$ cat config.mk
export PLATFORM = sky130hd
export DESIGN_NAME = gms_gpio_ctrl
export DESIGN_NICKNAME = d
export VERILOG_FILES = /design/src/hw/gms_pkg.sv /design/src/hw/gms_gpio_ctrl.sv
export SDC_FILE = /design/constraint.sdc
export NUM_CORES = 2
export LEC_CHECK = 0
export ABC_AREA = 1
export BUFFER_PORTS_ARGS = -buffer_cell sky130_fd_sc_hd__buf_4
export CAP_MARGIN = 0
export CELL_PAD_IN_SITES_DETAIL_PLACEMENT = 1
export CELL_PAD_IN_SITES_GLOBAL_PLACEMENT = 2
export CORE_MARGIN = 3
export CORE_UTILIZATION = 42
export CTS_BUF_LIST = sky130_fd_sc_hd__clkbuf_4
export DETAILED_ROUTE_END_ITERATION = 6
export PLACE_DENSITY = 0.94
export SYNTH_ARGS = -nofsm -noshare
export SYNTH_HDL_FRONTEND = slang
export SYNTH_SLANG_ARGS = --single-unit
$ cat constraint.sdc
create_clock -name i_mclk -period 12.24 [get_ports i_mclk]
set_clock_uncertainty 0.2 [all_clocks]
set_input_delay 1.224 -clock i_mclk [delete_from_list [all_inputs] [get_ports i_mclk]]
set_output_delay 1.224 -clock i_mclk [all_outputs]
set_load 0.01 [all_outputs]
$ cat src/hw/gms_pkg.sv
// Constants, register map and field layout of the GPIO mode, strobe and PWM controller
package gms_pkg;

  // ----------------------------------------------------------------
  // Clock and timebase
  // ----------------------------------------------------------------
  localparam int CLK_HZ = 100_000_000;
  localparam int TICK_HZ = 1_024_000;
  localparam int TICK_INC = TICK_HZ / 1000;
  localparam int TICK_MOD = CLK_HZ / 1000;
  localparam int CYC_PER_US = CLK_HZ / 1_000_000;
  localparam int DEF_FILTER_CYC = 16;
  localparam int NUM_LINES = 4;

  // ----------------------------------------------------------------
  // Register offsets
  // ----------------------------------------------------------------
  localparam logic [15:0] GLOBAL_CTRL = 16'h1100;
  localparam logic [15:0] STROBE_TIME = 16'h1104;
  localparam logic [15:0] STROBE_PAT = 16'h1108;
  localparam logic [15:0] LINE_STATUS = 16'h110C;
  localparam logic [15:0] PIN_CTRL_BASE = 16'h1110;
  localparam logic [15:0] PIN_XTRA_BASE = 16'h1114;
  localparam logic [15:0] PIN_STRIDE = 16'h0010;
  localparam logic [15:0] PWM_TIME = 16'h1150;
  localparam logic [15:0] PWM_CTRL = 16'h1154;

  // ----------------------------------------------------------------
  // Field positions
  // ----------------------------------------------------------------
  localparam int FN_LSB = 0;
  localparam int FLIP_BIT = 3;
  localparam int SRC_LSB = 4;
  localparam int USER_BIT = 6;
  localparam int STROBE_ON_BIT = 7;
  localparam int DBNC_EN_BIT = 8;
  localparam int EXT_TRIG_BIT = 0;
  localparam int LINE_PICK_LSB = 8;
  localparam int PAT_PERIOD_LSB = 16;
  localparam int GATE_EN_BIT = 16;
  localparam int GATE_LINE_LSB = 17;
  localparam int GATE_LEVEL_BIT = 19;
  localparam int PWM_RUN_BIT = 20;

  // ----------------------------------------------------------------
  // Encodings and reset values
  // ----------------------------------------------------------------
  localparam logic [2:0] FN_INPUT = 3'h0;
  localparam logic [2:0] FN_OUTPUT = 3'h1;
  localparam logic [2:0] FN_TRIGGER = 3'h2;
  localparam logic [2:0] FN_STROBE = 3'h3;
  localparam logic [2:0] FN_PWM = 3'h4;
  localparam logic [2:0] FN_LAST = 3'h4;
  localparam logic [1:0] SRC_EXPOSURE = 2'h0;
  localparam logic [1:0] SRC_TRIGGER = 2'h1;
  localparam logic [1:0] SRC_USER = 2'h2;
  // Line 0 input only, line 1 output only, lines 2 and 3 both ways
  localparam logic [3:0][4:0] FN_ALLOWED = {5'h1F, 5'h1F, 5'h1A, 5'h05};
  localparam logic [3:0][31:0] PIN_CTRL_RST = {32'h0000_0000, 32'h0000_0000, 32'h0000_0001, 32'h0000_0002};
  localparam logic [31:0] PIN_XTRA_RST = 32'h0000_0000;
  localparam logic [31:0] GLOBAL_RST = 32'h0000_0000;
  localparam logic [31:0] STROBE_TIME_RST = 32'h0000_0000;
  localparam logic [31:0] STROBE_PAT_RST = 32'h0000_FFFF;
  localparam logic [31:0] PWM_TIME_RST = 32'h0000_0000;
  localparam logic [31:0] PWM_CTRL_RST = 32'h0000_0000;

  typedef enum logic [1:0] {ST_IDLE, ST_DELAY, ST_PULSE} gms_strobe_state_type;
  typedef enum logic [1:0] {PW_IDLE, PW_HIGH, PW_LOW} gms_pwm_state_type;

endpackage

$ cat src/hw/gms_gpio_ctrl.sv
// Four-line GPIO controller: line modes, input filter, strobe engine and shared PWM source
//
// Added by the designer: strobed register access.
module gms_gpio_ctrl (
  input wire logic i_mclk,
  input wire logic i_sys_rst,
  input wire logic [15:0] i_addr,
  input wire logic [31:0] i_wr_data,
  input wire logic i_wr_en,
  input wire logic i_rd_en,
  output logic [31:0] o_rd_data,
  input wire logic [gms_pkg::NUM_LINES-1:0] i_line_in,
  output logic [gms_pkg::NUM_LINES-1:0] o_line_out,
  output logic [gms_pkg::NUM_LINES-1:0] o_line_oe,
  input wire logic i_exposure_active,
  output logic o_trigger,
  output logic o_trigger_active,
  output logic o_stream_stop
);
  import gms_pkg::*;

  // ----------------------------------------------------------------
  // Registers and shared state
  // ----------------------------------------------------------------
  logic [31:0] ctrl_q [NUM_LINES];
  logic [31:0] xtra_q [NUM_LINES];
  logic [31:0] global_q;
  logic [31:0] strobe_time_q;
  logic [31:0] strobe_pat_q;
  logic [31:0] pwm_time_q;
  logic [31:0] pwm_ctrl_q;
  logic [NUM_LINES-1:0] line_val;
  logic [NUM_LINES-1:0] trig_hit;
  logic [NUM_LINES-1:0] trig_line;
  logic [NUM_LINES-1:0] out_d;
  logic [NUM_LINES-1:0] oe_d;
  logic ext_trig;
  logic trig_any;
  logic exp_q;
  logic exp_start;
  logic exp_end;
  logic [16:0] acc_q;
  logic tick_q;
  gms_strobe_state_type st_q;
  logic [15:0] st_cnt_q;
  logic [3:0] frame_q;
  logic strobe_q;
  logic dur_exp_q;
  logic seen_exp_q;
  logic ref_evt;
  logic fire;
  gms_pwm_state_type pw_q;
  logic [15:0] pw_cnt_q;
  logic [15:0] pw_left_q;
  logic pwm_level_q;
  logic gate_ok;
  logic pwm_start;
  logic pwm_stop;
  logic [31:0] rd_d;

  assign ext_trig = global_q[EXT_TRIG_BIT];
  assign trig_any = |trig_hit;
  assign exp_start = i_exposure_active & ~exp_q;
  assign exp_end = ~i_exposure_active & exp_q;

  // ----------------------------------------------------------------
  // Per-line configuration, input filter and output select
  // ----------------------------------------------------------------
  for (genvar gi = 0; gi < NUM_LINES; gi++) begin : g_line
    localparam logic [15:0] CTRL_ADDR = 16'(PIN_CTRL_BASE + gi * PIN_STRIDE);
    localparam logic [15:0] XTRA_ADDR = 16'(PIN_XTRA_BASE + gi * PIN_STRIDE);
    logic [2:0] sync_q;
    logic level_q;
    logic val_prev_q;
    logic [23:0] flt_cnt_q;
    logic [23:0] limit;
    logic [2:0] fn;
    logic [1:0] src;
    logic flip;
    logic src_val;

    assign fn = ctrl_q[gi][FN_LSB +: 3];
    assign src = ctrl_q[gi][SRC_LSB +: 2];
    assign flip = ctrl_q[gi][FLIP_BIT];

    always_ff @(posedge i_mclk) begin
      if (i_sys_rst) begin
        ctrl_q[gi] <= PIN_CTRL_RST[gi];
        xtra_q[gi] <= PIN_XTRA_RST;
      end else if (i_wr_en && i_addr == CTRL_ADDR) begin
        // A mode the line cannot take is refused and the old mode kept
        if (i_wr_data[2:0] <= FN_LAST && FN_ALLOWED[gi][i_wr_data[2:0]]) begin
          ctrl_q[gi] <= i_wr_data;
        end else begin
          ctrl_q[gi] <= {i_wr_data[31:3], ctrl_q[gi][2:0]};
        end
      end else if (i_wr_en && i_addr == XTRA_ADDR) begin
        xtra_q[gi] <= {16'h0000, i_wr_data[15:0]};
      end
    end

    // Pin is asynchronous: three stages, a change counts when stages two and three agree
    always_ff @(posedge i_mclk) begin
      if (i_sys_rst) begin
        sync_q <= 3'h0;
      end else begin
        sync_q <= {sync_q[1], sync_q[0], i_line_in[gi]};
      end
    end

    always_comb begin
      if (fn == FN_INPUT && ctrl_q[gi][DBNC_EN_BIT] && xtra_q[gi][15:0] != 16'h0000) begin
        limit = 24'(xtra_q[gi][15:0]) * 24'(CYC_PER_US);
      end else begin
        limit = 24'(DEF_FILTER_CYC);
      end
    end

    // Level follows the pin only after it has held the new value for the limit
    always_ff @(posedge i_mclk) begin
      if (i_sys_rst) begin
        level_q <= 1'b0;
        flt_cnt_q <= 24'h00_0000;
      end else if (sync_q[1] != sync_q[2]) begin
        flt_cnt_q <= flt_cnt_q;
      end else if (sync_q[2] == level_q) begin
        flt_cnt_q <= 24'h00_0000;
      end else if (flt_cnt_q >= limit - 24'h00_0001) begin
        level_q <= sync_q[2];
        flt_cnt_q <= 24'h00_0000;
      end else begin
        flt_cnt_q <= flt_cnt_q + 24'h00_0001;
      end
    end

    assign line_val[gi] = level_q ^ flip;
    assign trig_line[gi] = (fn == FN_INPUT || fn == FN_TRIGGER) && line_val[gi];
    assign trig_hit[gi] = ext_trig && (fn == FN_INPUT || fn == FN_TRIGGER) && line_val[gi] && !val_prev_q;

    always_ff @(posedge i_mclk) begin
      if (i_sys_rst) begin
        val_prev_q <= 1'b0;
      end else begin
        val_prev_q <= line_val[gi];
      end
    end

    always_comb begin
      if (src == SRC_TRIGGER) begin
        src_val = o_trigger_active;
      end else if (src == SRC_USER) begin
        src_val = ctrl_q[gi][USER_BIT];
      end else begin
        src_val = i_exposure_active;
      end
      case (fn)
        FN_OUTPUT: out_d[gi] = src_val ^ flip;
        FN_STROBE: out_d[gi] = (strobe_q & ctrl_q[gi][STROBE_ON_BIT]) ^ flip;
        FN_PWM: out_d[gi] = pwm_level_q ^ flip;
        default: out_d[gi] = 1'b0;
      endcase
      oe_d[gi] = (fn == FN_OUTPUT || fn == FN_STROBE || fn == FN_PWM);
    end
  end

  always_ff @(posedge i_mclk) begin
    if (i_sys_rst) begin
      o_line_out <= '0;
      o_line_oe <= '0;
      o_trigger <= 1'b0;
      o_trigger_active <= 1'b0;
      o_stream_stop <= 1'b0;
      exp_q <= 1'b0;
    end else begin
      o_line_out <= out_d;
      o_line_oe <= oe_d;
      o_trigger <= trig_any;
      o_trigger_active <= ext_trig && |trig_line;
      o_stream_stop <= ext_trig;
      exp_q <= i_exposure_active;
    end
  end

  // ----------------------------------------------------------------
  // Global registers
  // ----------------------------------------------------------------
  always_ff @(posedge i_mclk) begin
    if (i_sys_rst) begin
      global_q <= GLOBAL_RST;
      strobe_time_q <= STROBE_TIME_RST;
      strobe_pat_q <= STROBE_PAT_RST;
      pwm_time_q <= PWM_TIME_RST;
      pwm_ctrl_q <= PWM_CTRL_RST;
    end else if (i_wr_en) begin
      if (i_addr == GLOBAL_CTRL) begin
        global_q <= {22'h00_0000, i_wr_data[9:8], 7'h00, i_wr_data[0]};
      end else if (i_addr == STROBE_TIME) begin
        strobe_time_q <= i_wr_data;
      end else if (i_addr == STROBE_PAT) begin
        strobe_pat_q <= {12'h000, i_wr_data[19:0]};
      end else if (i_addr == PWM_TIME) begin
        pwm_time_q <= i_wr_data;
      end else if (i_addr == PWM_CTRL) begin
        pwm_ctrl_q <= {12'h000, i_wr_data[19:0]};
      end
    end
  end

  // ----------------------------------------------------------------
  // Tick timebase: fractional divide, ticks 97 or 98 clocks apart
  // ----------------------------------------------------------------
  always_ff @(posedge i_mclk) begin
    if (i_sys_rst) begin
      acc_q <= 17'h0_0000;
      tick_q <= 1'b0;
    end else if (acc_q + 17'(TICK_INC) >= 17'(TICK_MOD)) begin
      acc_q <= acc_q + 17'(TICK_INC) - 17'(TICK_MOD);
      tick_q <= 1'b1;
    end else begin
      acc_q <= acc_q + 17'(TICK_INC);
      tick_q <= 1'b0;
    end
  end

  // ----------------------------------------------------------------
  // Strobe engine
  // ----------------------------------------------------------------
  assign ref_evt = ext_trig ? trig_any : exp_start;
  assign fire = strobe_pat_q[frame_q];

  always_ff @(posedge i_mclk) begin
    if (i_sys_rst) begin
      frame_q <= 4'h0;
    end else if (ref_evt) begin
      if (frame_q >= strobe_pat_q[PAT_PERIOD_LSB +: 4]) begin
        frame_q <= 4'h0;
      end else begin
        frame_q <= frame_q + 4'h1;
      end
    end
  end

  // A reference event while a pulse is pending is dropped to keep pulses whole
  always_ff @(posedge i_mclk) begin
    if (i_sys_rst) begin
      st_q <= ST_IDLE;
      st_cnt_q <= 16'h0000;
      strobe_q <= 1'b0;
      dur_exp_q <= 1'b0;
      seen_exp_q <= 1'b0;
    end else begin
      case (st_q)
        ST_IDLE: begin
          if (ref_evt && fire) begin
            dur_exp_q <= strobe_time_q[31:16] == 16'h0000;
            seen_exp_q <= 1'b0;
            if (strobe_time_q[15:0] == 16'h0000) begin
              st_q <= ST_PULSE;
              st_cnt_q <= strobe_time_q[31:16];
              strobe_q <= 1'b1;
            end else begin
              st_q <= ST_DELAY;
              st_cnt_q <= strobe_time_q[15:0];
            end
          end
        end
        ST_DELAY: begin
          if (tick_q && st_cnt_q <= 16'h0001) begin
            st_q <= ST_PULSE;
            st_cnt_q <= strobe_time_q[31:16];
            strobe_q <= 1'b1;
          end else if (tick_q) begin
            st_cnt_q <= st_cnt_q - 16'h0001;
          end
        end
        ST_PULSE: begin
          if (i_exposure_active) begin
            seen_exp_q <= 1'b1;
          end
          if (dur_exp_q) begin
            if (seen_exp_q && !i_exposure_active) begin
              st_q <= ST_IDLE;
              strobe_q <= 1'b0;
            end
          end else if (tick_q && st_cnt_q <= 16'h0001) begin
            st_q <= ST_IDLE;
            strobe_q <= 1'b0;
          end else if (tick_q) begin
            st_cnt_q <= st_cnt_q - 16'h0001;
          end
        end
        default: begin
          st_q <= ST_IDLE;
          strobe_q <= 1'b0;
        end
      endcase
    end
  end

  // ----------------------------------------------------------------
  // Single PWM source, free of exposure and trigger
  // ----------------------------------------------------------------
  assign gate_ok = !pwm_ctrl_q[GATE_EN_BIT] ||
    (line_val[pwm_ctrl_q[GATE_LINE_LSB +: 2]] == pwm_ctrl_q[GATE_LEVEL_BIT]);
  assign pwm_start = i_wr_en && i_addr == PWM_CTRL && i_wr_data[PWM_RUN_BIT];
  assign pwm_stop = i_wr_en && i_addr == PWM_CTRL && !i_wr_data[PWM_RUN_BIT];

  // Count of zero runs until stopped; gate loss freezes level and counters alike
  always_ff @(posedge i_mclk) begin
    if (i_sys_rst) begin
      pw_q <= PW_IDLE;
      pw_cnt_q <= 16'h0000;
      pw_left_q <= 16'h0000;
      pwm_level_q <= 1'b0;
    end else if (pwm_start) begin
      pw_q <= PW_HIGH;
      pw_cnt_q <= pwm_time_q[15:0];
      pw_left_q <= i_wr_data[15:0];
      pwm_level_q <= 1'b1;
    end else if (pwm_stop) begin
      pw_q <= PW_IDLE;
      pwm_level_q <= 1'b0;
    end else if (pw_q != PW_IDLE && gate_ok && tick_q) begin
      if (pw_cnt_q > 16'h0001) begin
        pw_cnt_q <= pw_cnt_q - 16'h0001;
      end else if (pw_q == PW_HIGH) begin
        pw_q <= PW_LOW;
        pw_cnt_q <= pwm_time_q[31:16];
        pwm_level_q <= 1'b0;
      end else if (pw_left_q == 16'h0001) begin
        pw_q <= PW_IDLE;
      end else begin
        pw_q <= PW_HIGH;
        pw_cnt_q <= pwm_time_q[15:0];
        pw_left_q <= (pw_left_q == 16'h0000) ? 16'h0000 : pw_left_q - 16'h0001;
        pwm_level_q <= 1'b1;
      end
    end
  end

  // ----------------------------------------------------------------
  // Register read
  // ----------------------------------------------------------------
  always_comb begin
    rd_d = 32'h0000_0000;
    if (i_addr == GLOBAL_CTRL) begin
      rd_d = global_q;
    end else if (i_addr == STROBE_TIME) begin
      rd_d = strobe_time_q;
    end else if (i_addr == STROBE_PAT) begin
      rd_d = strobe_pat_q;
    end else if (i_addr == LINE_STATUS) begin
      rd_d = {25'h000_0000, pw_q != PW_IDLE, st_q != ST_IDLE,
        line_val[global_q[LINE_PICK_LSB +: 2]], line_val};
    end else if (i_addr == PWM_TIME) begin
      rd_d = pwm_time_q;
    end else if (i_addr == PWM_CTRL) begin
      rd_d = {11'h000, pw_q != PW_IDLE, pwm_ctrl_q[19:0]};
    end else begin
      for (int i = 0; i < NUM_LINES; i++) begin
        if (i_addr == 16'(PIN_CTRL_BASE + i * PIN_STRIDE)) begin
          rd_d = ctrl_q[i];
        end else if (i_addr == 16'(PIN_XTRA_BASE + i * PIN_STRIDE)) begin
          rd_d = xtra_q[i];
        end
      end
    end
  end

  // Data stand only in the cycle after the read strobe
  always_ff @(posedge i_mclk) begin
    if (i_sys_rst) begin
      o_rd_data <= 32'h0000_0000;
    end else if (i_rd_en) begin
      o_rd_data <= rd_d;
    end else begin
      o_rd_data <= 32'h0000_0000;
    end
  end

  // ----------------------------------------------------------------
  // Assertions
  // ----------------------------------------------------------------
  logic [7:0] tick_gap_q;
  // Starts one below zero so the first gap after reset reads like any other
  always_ff @(posedge i_mclk) begin
    if (i_sys_rst) begin
      tick_gap_q <= 8'hFF;
    end else if (tick_q) begin
      tick_gap_q <= 8'h00;
    end else begin
      tick_gap_q <= tick_gap_q + 8'h01;
    end
  end
endmodule

**After elaboration in Yosys (flattened, before gate mapping)**

Memories as Yosys holds them, arrays and structs flattened.
Cells that the tools add are included.

- Bits in registers: 345
- Memory bits (writable): 192
- ROM bits: 24
- Input port bits: 57
- Output and inout bits: 43
- Word-level logic and storage cells: 458
- Memories kept: 5

- $add $sub $neg: 14
- $mul: 4
- $lt $le $gt $ge: 13
- Eq/ne operators: 66
- Muxes and demuxes: 160
- Bitwise gates (word level): 48
- Reduce and logical (&&, ||, !) cells: 106

Memory list:

| memory | words | bits a word | read ports | clocked after Yosys merged registers in | write ports | RTL line | RTL |
|---|---|---|---|---|---|---|---|
| ctrl_q | 4 | 32 | 4 | 0 | 4 | gms_gpio_ctrl.sv:25 | `logic [31:0] ctrl_q [NUM_LINES];` |
| xtra_q | 4 | 16 | 4 | 0 | 4 | gms_gpio_ctrl.sv:26 | `logic [31:0] xtra_q [NUM_LINES];` |
| (name not given) | 8 | 1 | 1 | 0 | 0 | gms_gpio_ctrl.sv:92 | `if (i_wr_data[2:0] <= FN_LAST && FN_ALLOWED[gi][i_wr_data[2:0]]) begin` |
| (name not given) | 8 | 1 | 1 | 0 | 0 | gms_gpio_ctrl.sv:92 |  |
| (name not given) | 8 | 1 | 1 | 0 | 0 | gms_gpio_ctrl.sv:92 |  |

Operators by type and width:

| operator | number |
|---|---|
| 32-bit 2-to-1 mux | 21 |
| 16-bit 2-to-1 mux | 23 |
| 16-bit by 13-bit equality test with 1-bit output, second input constant | 14 |
| 24-bit 2-to-1 mux | 8 |
| 24-bit by 1-bit adder with 24-bit output, second input constant | 4 |
| 24-bit >= comparator | 4 |
| 24-bit by 1-bit subtractor with 24-bit output, second input constant | 4 |
| 23-bit 2-to-1 mux | 4 |
| 16-bit by 5-bit multiplier with 21-bit output, second input constant | 4 |
| 1-bit 2-to-1 mux | 83 |
| 16-bit nonzero test | 4 |
| 16-bit logical NOT | 3 |
| 16-bit case mux with 3 select lines | 1 |
| 16-bit by 1-bit subtractor with 16-bit output, second input constant | 3 |
| 1-bit logical AND | 44 |
| 3-bit by 2-bit equality test with 1-bit output, second input constant | 8 |
| 3-bit AND reduction | 8 |
| 2-bit inequality test, second input constant | 10 |
| 17-bit by 11-bit adder with 17-bit output, second input constant | 1 |
| 17-bit >= comparator, second input constant | 1 |
| 17-bit 2-to-1 mux | 1 |
| 17-bit subtractor, second input constant | 1 |
| 16-bit by 1-bit equality test with 1-bit output, second input constant | 1 |
| 16-bit by 1-bit greater-than comparator with 1-bit output, second input constant | 1 |
| other kinds (40) | 155 |

**Depth between registers and ports, before layout**

- Word-level depth: 15
- Gate-level depth with buffers: 34
- Depth with buffers taken out: 33

**Least setup slack after synthesis**

OpenSTA, ideal clock, no wires.

- Kind: register to register
- Start point: mem xtra_q[1][3] in the netlist's numbering
- End point: reg g_line[1].flt_cnt_q[11]
- Library setup time: 0.070 ns
- Arrival time: 5.004 ns
- Data required time: 11.970 ns
- Slack: 6.966 ns
- Cell stages (with the launch flop): 30
- Path buffers: 1
- Period minus slack after synthesis: 5.274 ns
- Cells stage by stage: edfxtp_1 > ha_1 > ha_1 > inv_1 > fa_1 > inv_1 > ha_1 > a21oi_1 > nand2_1 > nand2_1 > nand2_1 > nand2_1 > nand2_1 > or2_2 > nand3_1 > nand3b_1 > nor3_2 > nand3_1 > xor2_1 > inv_1 > ha_1 > a21oi_1 > o21ai_0 > a21oi_1 > a21boi_0 > nand4_1 > inv_1 > buf_2 > nand3_1 > a21oi_1

RTL lines:

| what | RTL line | RTL |
|---|---|---|
| start: declaration | gms_gpio_ctrl.sv:26 |  |
| end signal: assignment | gms_gpio_ctrl.sv:125 | `flt_cnt_q <= flt_cnt_q;` |
| end signal: assignment | gms_gpio_ctrl.sv:132 | `flt_cnt_q <= flt_cnt_q + 24'h00_0001;` |
| end: declaration | gms_gpio_ctrl.sv:75 | `logic [23:0] flt_cnt_q;` |

==> results by group <==
Routing
  – Avg WL per Cell: 20.4 um
  – Average vias per placed instance: 5.59
  – DRC violations left: 0
  – Total length of routed wires: 131000 um
  – First-pass iteration count of the detailed router: 5
  – DRC marker count from the first detailed-route iteration: 2610
  – Via count: 35900
  – Antenna-violating nets left: 0

Timing
  – Post-Route Hold Slack: 0.149 ns
  – Final Hold Fails: 0
  – Final Max Slew Viols: 0
  – Maximum operating frequency: 0.151 GHz
  – Setup repair after global routing missed its margin: false
  – Pin slew with the least headroom to its limit: 1.29 ns
  – Setup TNS: 0 ns
  – Minimum period implied by the final worst setup slack: 6.62 ns
  – Worst slew margin relative to its limit: 0.140
  – Final critical-path share of the clock period: 0.541
  – Setup-failing EPs final: 0

Place
  – Total half-perimeter wirelength after legalization and detailed placement: 97900 um
  – Number of buffers inserted by port buffering: 99
  – Routability-driven placement congestion ratio: 0.918
  – Number of instances in the placed design: 6138

Pwr
  – Power per Cell Area: 120 nW/um^2
  – Clock group share of total power: 0.369
  – Switching part of the total power: 0.350
  – Net switching power of the design: 0.00173 W
  – Power Internal: 0.00322 W
  – Seq pwr share: 0.395
  – Comb power frac: 0.236
  – Peak ir drop on the vdd network: 101 uV
  – Leakage power total: 18.6 nW
  – Overall power after layout: 0.00495 W

CTS
  – CTS buffer count: 158
  – CTS tree: built
  – Bufs on Longest Clock Path: 3
  – Clock-pin slew on the worst setup and hold paths: 0.06 ns
  – PostCTS Resize Cnt: 0
  – Post-CTS Setup Inserts: 0
  – Number of levels the H-tree was split into: 4
  – Total number of clock tree sinks: 532
  – Clock Root Buffer: sky130_fd_sc_hd__clkbuf_4
  – Post-CTS Hold Fix Bufs: 0
  – Clock insertion delay at the later pin of the skew report: 1.13 ns

Setup path
  – Worst Path Class, Setup: reg -> reg
  – Crit path capture type: flip-flop
  – Worst setup SP type: flip-flop
  – Worst path required time: 12.95 ns
  – WP data arrival: 7.33 ns
  – Biggest fanout along the worst timing path: 17

Yosys
  – Flip-flop and latch count after synthesis: 532
  – Synthesized cell area: 37400 um^2
  – Post-Syn Area per Cell: 7.46 um^2
  – Proportion of synthesized flip-flops having asynchronous set or reset: 0
  – Total of warnings raised by yosys: 0
  – Proportion of synthesized chip area in sequential cells: 0.336
  – Number of enable flip-flop cells after synthesis: 192
  – Prevailing post-synth register cell: sky130_fd_sc_hd__dfxtp_1
  – Unique masters post-synth: 71
  – Cell count after synthesis: 5007

Outcome
  – Status: complete, no violations

Global routing
  – Maximum number of pins on one net before global-route repair: 116
  – Via count of the first global-routing pass: 36100
  – Antenna violations before repair: 4
  – Grt total ovfl: 0
  – Global-route usage over all layers: 0.275
  – Wire length of the first global-routing pass: 203000 um

Hold path
  – Kind of path behind the tightest hold check: in -> reg

Cells and area
  – Final net count: 5601
  – Share of final-layout standard cells stronger than drive strength 1: 0.0977
  – Finished Core Util: 0.471
  – Layout Cells excl Fill: 6420
  – Growth of design area from synthesis to finish: 10.3%

Floorplanning
  – Total die area: 92600 um^2
  – Core area: 87400 um^2
  – Io pins: 100
  – Die Y: 304 um
  – Starting utilization of the core area: 0.427
  – # rows: 108
  – Die Wd: 304 um

Flow run
  – Total of max-cap violations: 0
per-stage QoR:
| step | setup WS (ns) | cell area [um^2] |
|---|---|---|
| 5_1_grt | 4.89 | 41200 |
| 2_1_floorplan | 6.97 | 37400 |
| 6_report | 5.62 | 41200 |
| 3_3_place_gp | 5.82 | 39100 |
| 3_5_place_dp | 5.61 | 39100 |
| 4_1_cts | 5.57 | 41200 |
final timing paths:
check | slack, ns | end | from | cells past startpoint
min | 0.15 | g_line[3].sync_q[0] | i_line_in[3] | 3
min reg2reg | 0.21 | g_line[1].sync_q[1] | g_line[1].sync_q[0] | 2
max | 5.62 | g_line[2].flt_cnt_q[9] | xtra_q[2][3] | 25
max reg2reg | 5.62 | g_line[2].flt_cnt_q[9] | xtra_q[2][3] | 25
cell usage in the layout (no fill, tap or decap), drive strengths merged, types with 13 or more instances in the layout:
cell type	instances
nand4	73
buf	129
a21oi	472
ha	357
nor3	105
nor2	630
a211oi	36
clkinv	46
o21a	15
or2	27
dfxtp	340
o21ai	329
nor4	27
fa	44
inv	711
edfxtp	192
xnor2	47
o22ai	17
nand3b	25
nand2	884
clkbuf	223
a22oi	15
nand3	220
o221ai	21
xor2	107
a31oi	35
a32o	13
o211ai	28
o2111ai	16
synth_stat cells (90+ instances only):
library cell / count / share of area
sky130_fd_sc_hd__xor2_1: 107 / 0.025
sky130_fd_sc_hd__nand3_1: 218 / 0.029
sky130_fd_sc_hd__inv_1: 672 / 0.068
sky130_fd_sc_hd__a21oi_1: 472 / 0.063
sky130_fd_sc_hd__clkbuf_1: 93 / 0.0093
sky130_fd_sc_hd__dfxtp_1: 340 / 0.18
sky130_fd_sc_hd__nor3_1: 90 / 0.012
sky130_fd_sc_hd__o21ai_0: 300 / 0.040
sky130_fd_sc_hd__nor2_1: 600 / 0.060
sky130_fd_sc_hd__ha_1: 357 / 0.12
sky130_fd_sc_hd__edfxtp_1: 192 / 0.15
sky130_fd_sc_hd__nand2_1: 861 / 0.086
layout make-up:
type	instances	area (um^2)
tap	1155	1450
sequential	532	12600
clock inverter	54	385
fill	11100	46200
timing repair buffer	129	985
clock buffer	223	1670
multi-input combinational	3614	21500
inverter	708	2670
antenna	5	12.5
power by group through the flow:
stage | clock (W) | combinational, W | sequential, W
2_1_floorplan | 0 | 0.000841 | 0.00197
3_3_place_gp | 0 | 0.00113 | 0.00199
3_5_place_dp | 0 | 0.00116 | 0.00199
4_1_cts | 0.00186 | 0.00116 | 0.00195
5_1_grt | 0.00197 | 0.00133 | 0.00196
6_report | 0.00183 | 0.00117 | 0.00196
per-layer routing:
layer / wire length [um] / share of wire / vias up / track usage
li1: - / - / 17100 / -
met1: 56500 / 0.43 / 17400 / 0.351
met2: 61500 / 0.47 / 1062 / 0.462
met3: 7670 / 0.059 / 290 / 0.0448
met4: 5230 / 0.040 / 0 / 0.115
met5: 0 / 0 / - / 0
kinds of logic after synthesis:
family,after synthesis,share of synthesized area
AO/OA/AOI/OAI,1056,0.160
XOR/XNOR,154,0.0361
adder cells (fa/ha/maj),401,0.143
buffers and inverters,862,0.0897
flip-flops,532,0.336
multiplexers,2,0.000569
other,1,0.000100
AND/OR/NAND/NOR,1999,0.234
state kept, by name, summed over array words and instances, names as in the netlist, 16 cells and up:
signal            flops
pwm_ctrl_q           20
g_line.flt_cnt_q     96
strobe_pat_q         20
xtra_q               64
strobe_time_q        32
pw_left_q            16
o_rd_data            32
pw_cnt_q             16
st_cnt_q             16
ctrl_q              128
pwm_time_q           32
critical path: stages (launching register included):
cell and delay (ns):
sky130_fd_sc_hd__edfxtp_1 0.45, sky130_fd_sc_hd__ha_1 0.33, sky130_fd_sc_hd__ha_1 0.28, sky130_fd_sc_hd__inv_1 0.05, sky130_fd_sc_hd__fa_1 0.51, sky130_fd_sc_hd__inv_1 0.06, sky130_fd_sc_hd__ha_1 0.36, sky130_fd_sc_hd__a21oi_1 0.19
sky130_fd_sc_hd__nand2_1 0.15, sky130_fd_sc_hd__nand2_1 0.11, sky130_fd_sc_hd__nand2_1 0.05, sky130_fd_sc_hd__nand2_1 0.05, sky130_fd_sc_hd__nand2_1 0.09, sky130_fd_sc_hd__o21ai_1 0.38, sky130_fd_sc_hd__nand2_1 0.20, sky130_fd_sc_hd__nor3_1 0.29
sky130_fd_sc_hd__nand4_1 0.17, sky130_fd_sc_hd__xnor2_1 0.17, sky130_fd_sc_hd__ha_1 0.28, sky130_fd_sc_hd__nand2_1 0.08, sky130_fd_sc_hd__nor4_1 0.50, sky130_fd_sc_hd__a21boi_0 0.27, sky130_fd_sc_hd__nand3_1 0.35, sky130_fd_sc_hd__clkinv_1 0.54
sky130_fd_sc_hd__nand3b_1 0.25, sky130_fd_sc_hd__a21oi_1 0.09
Power figures use the tool's default switching activity.
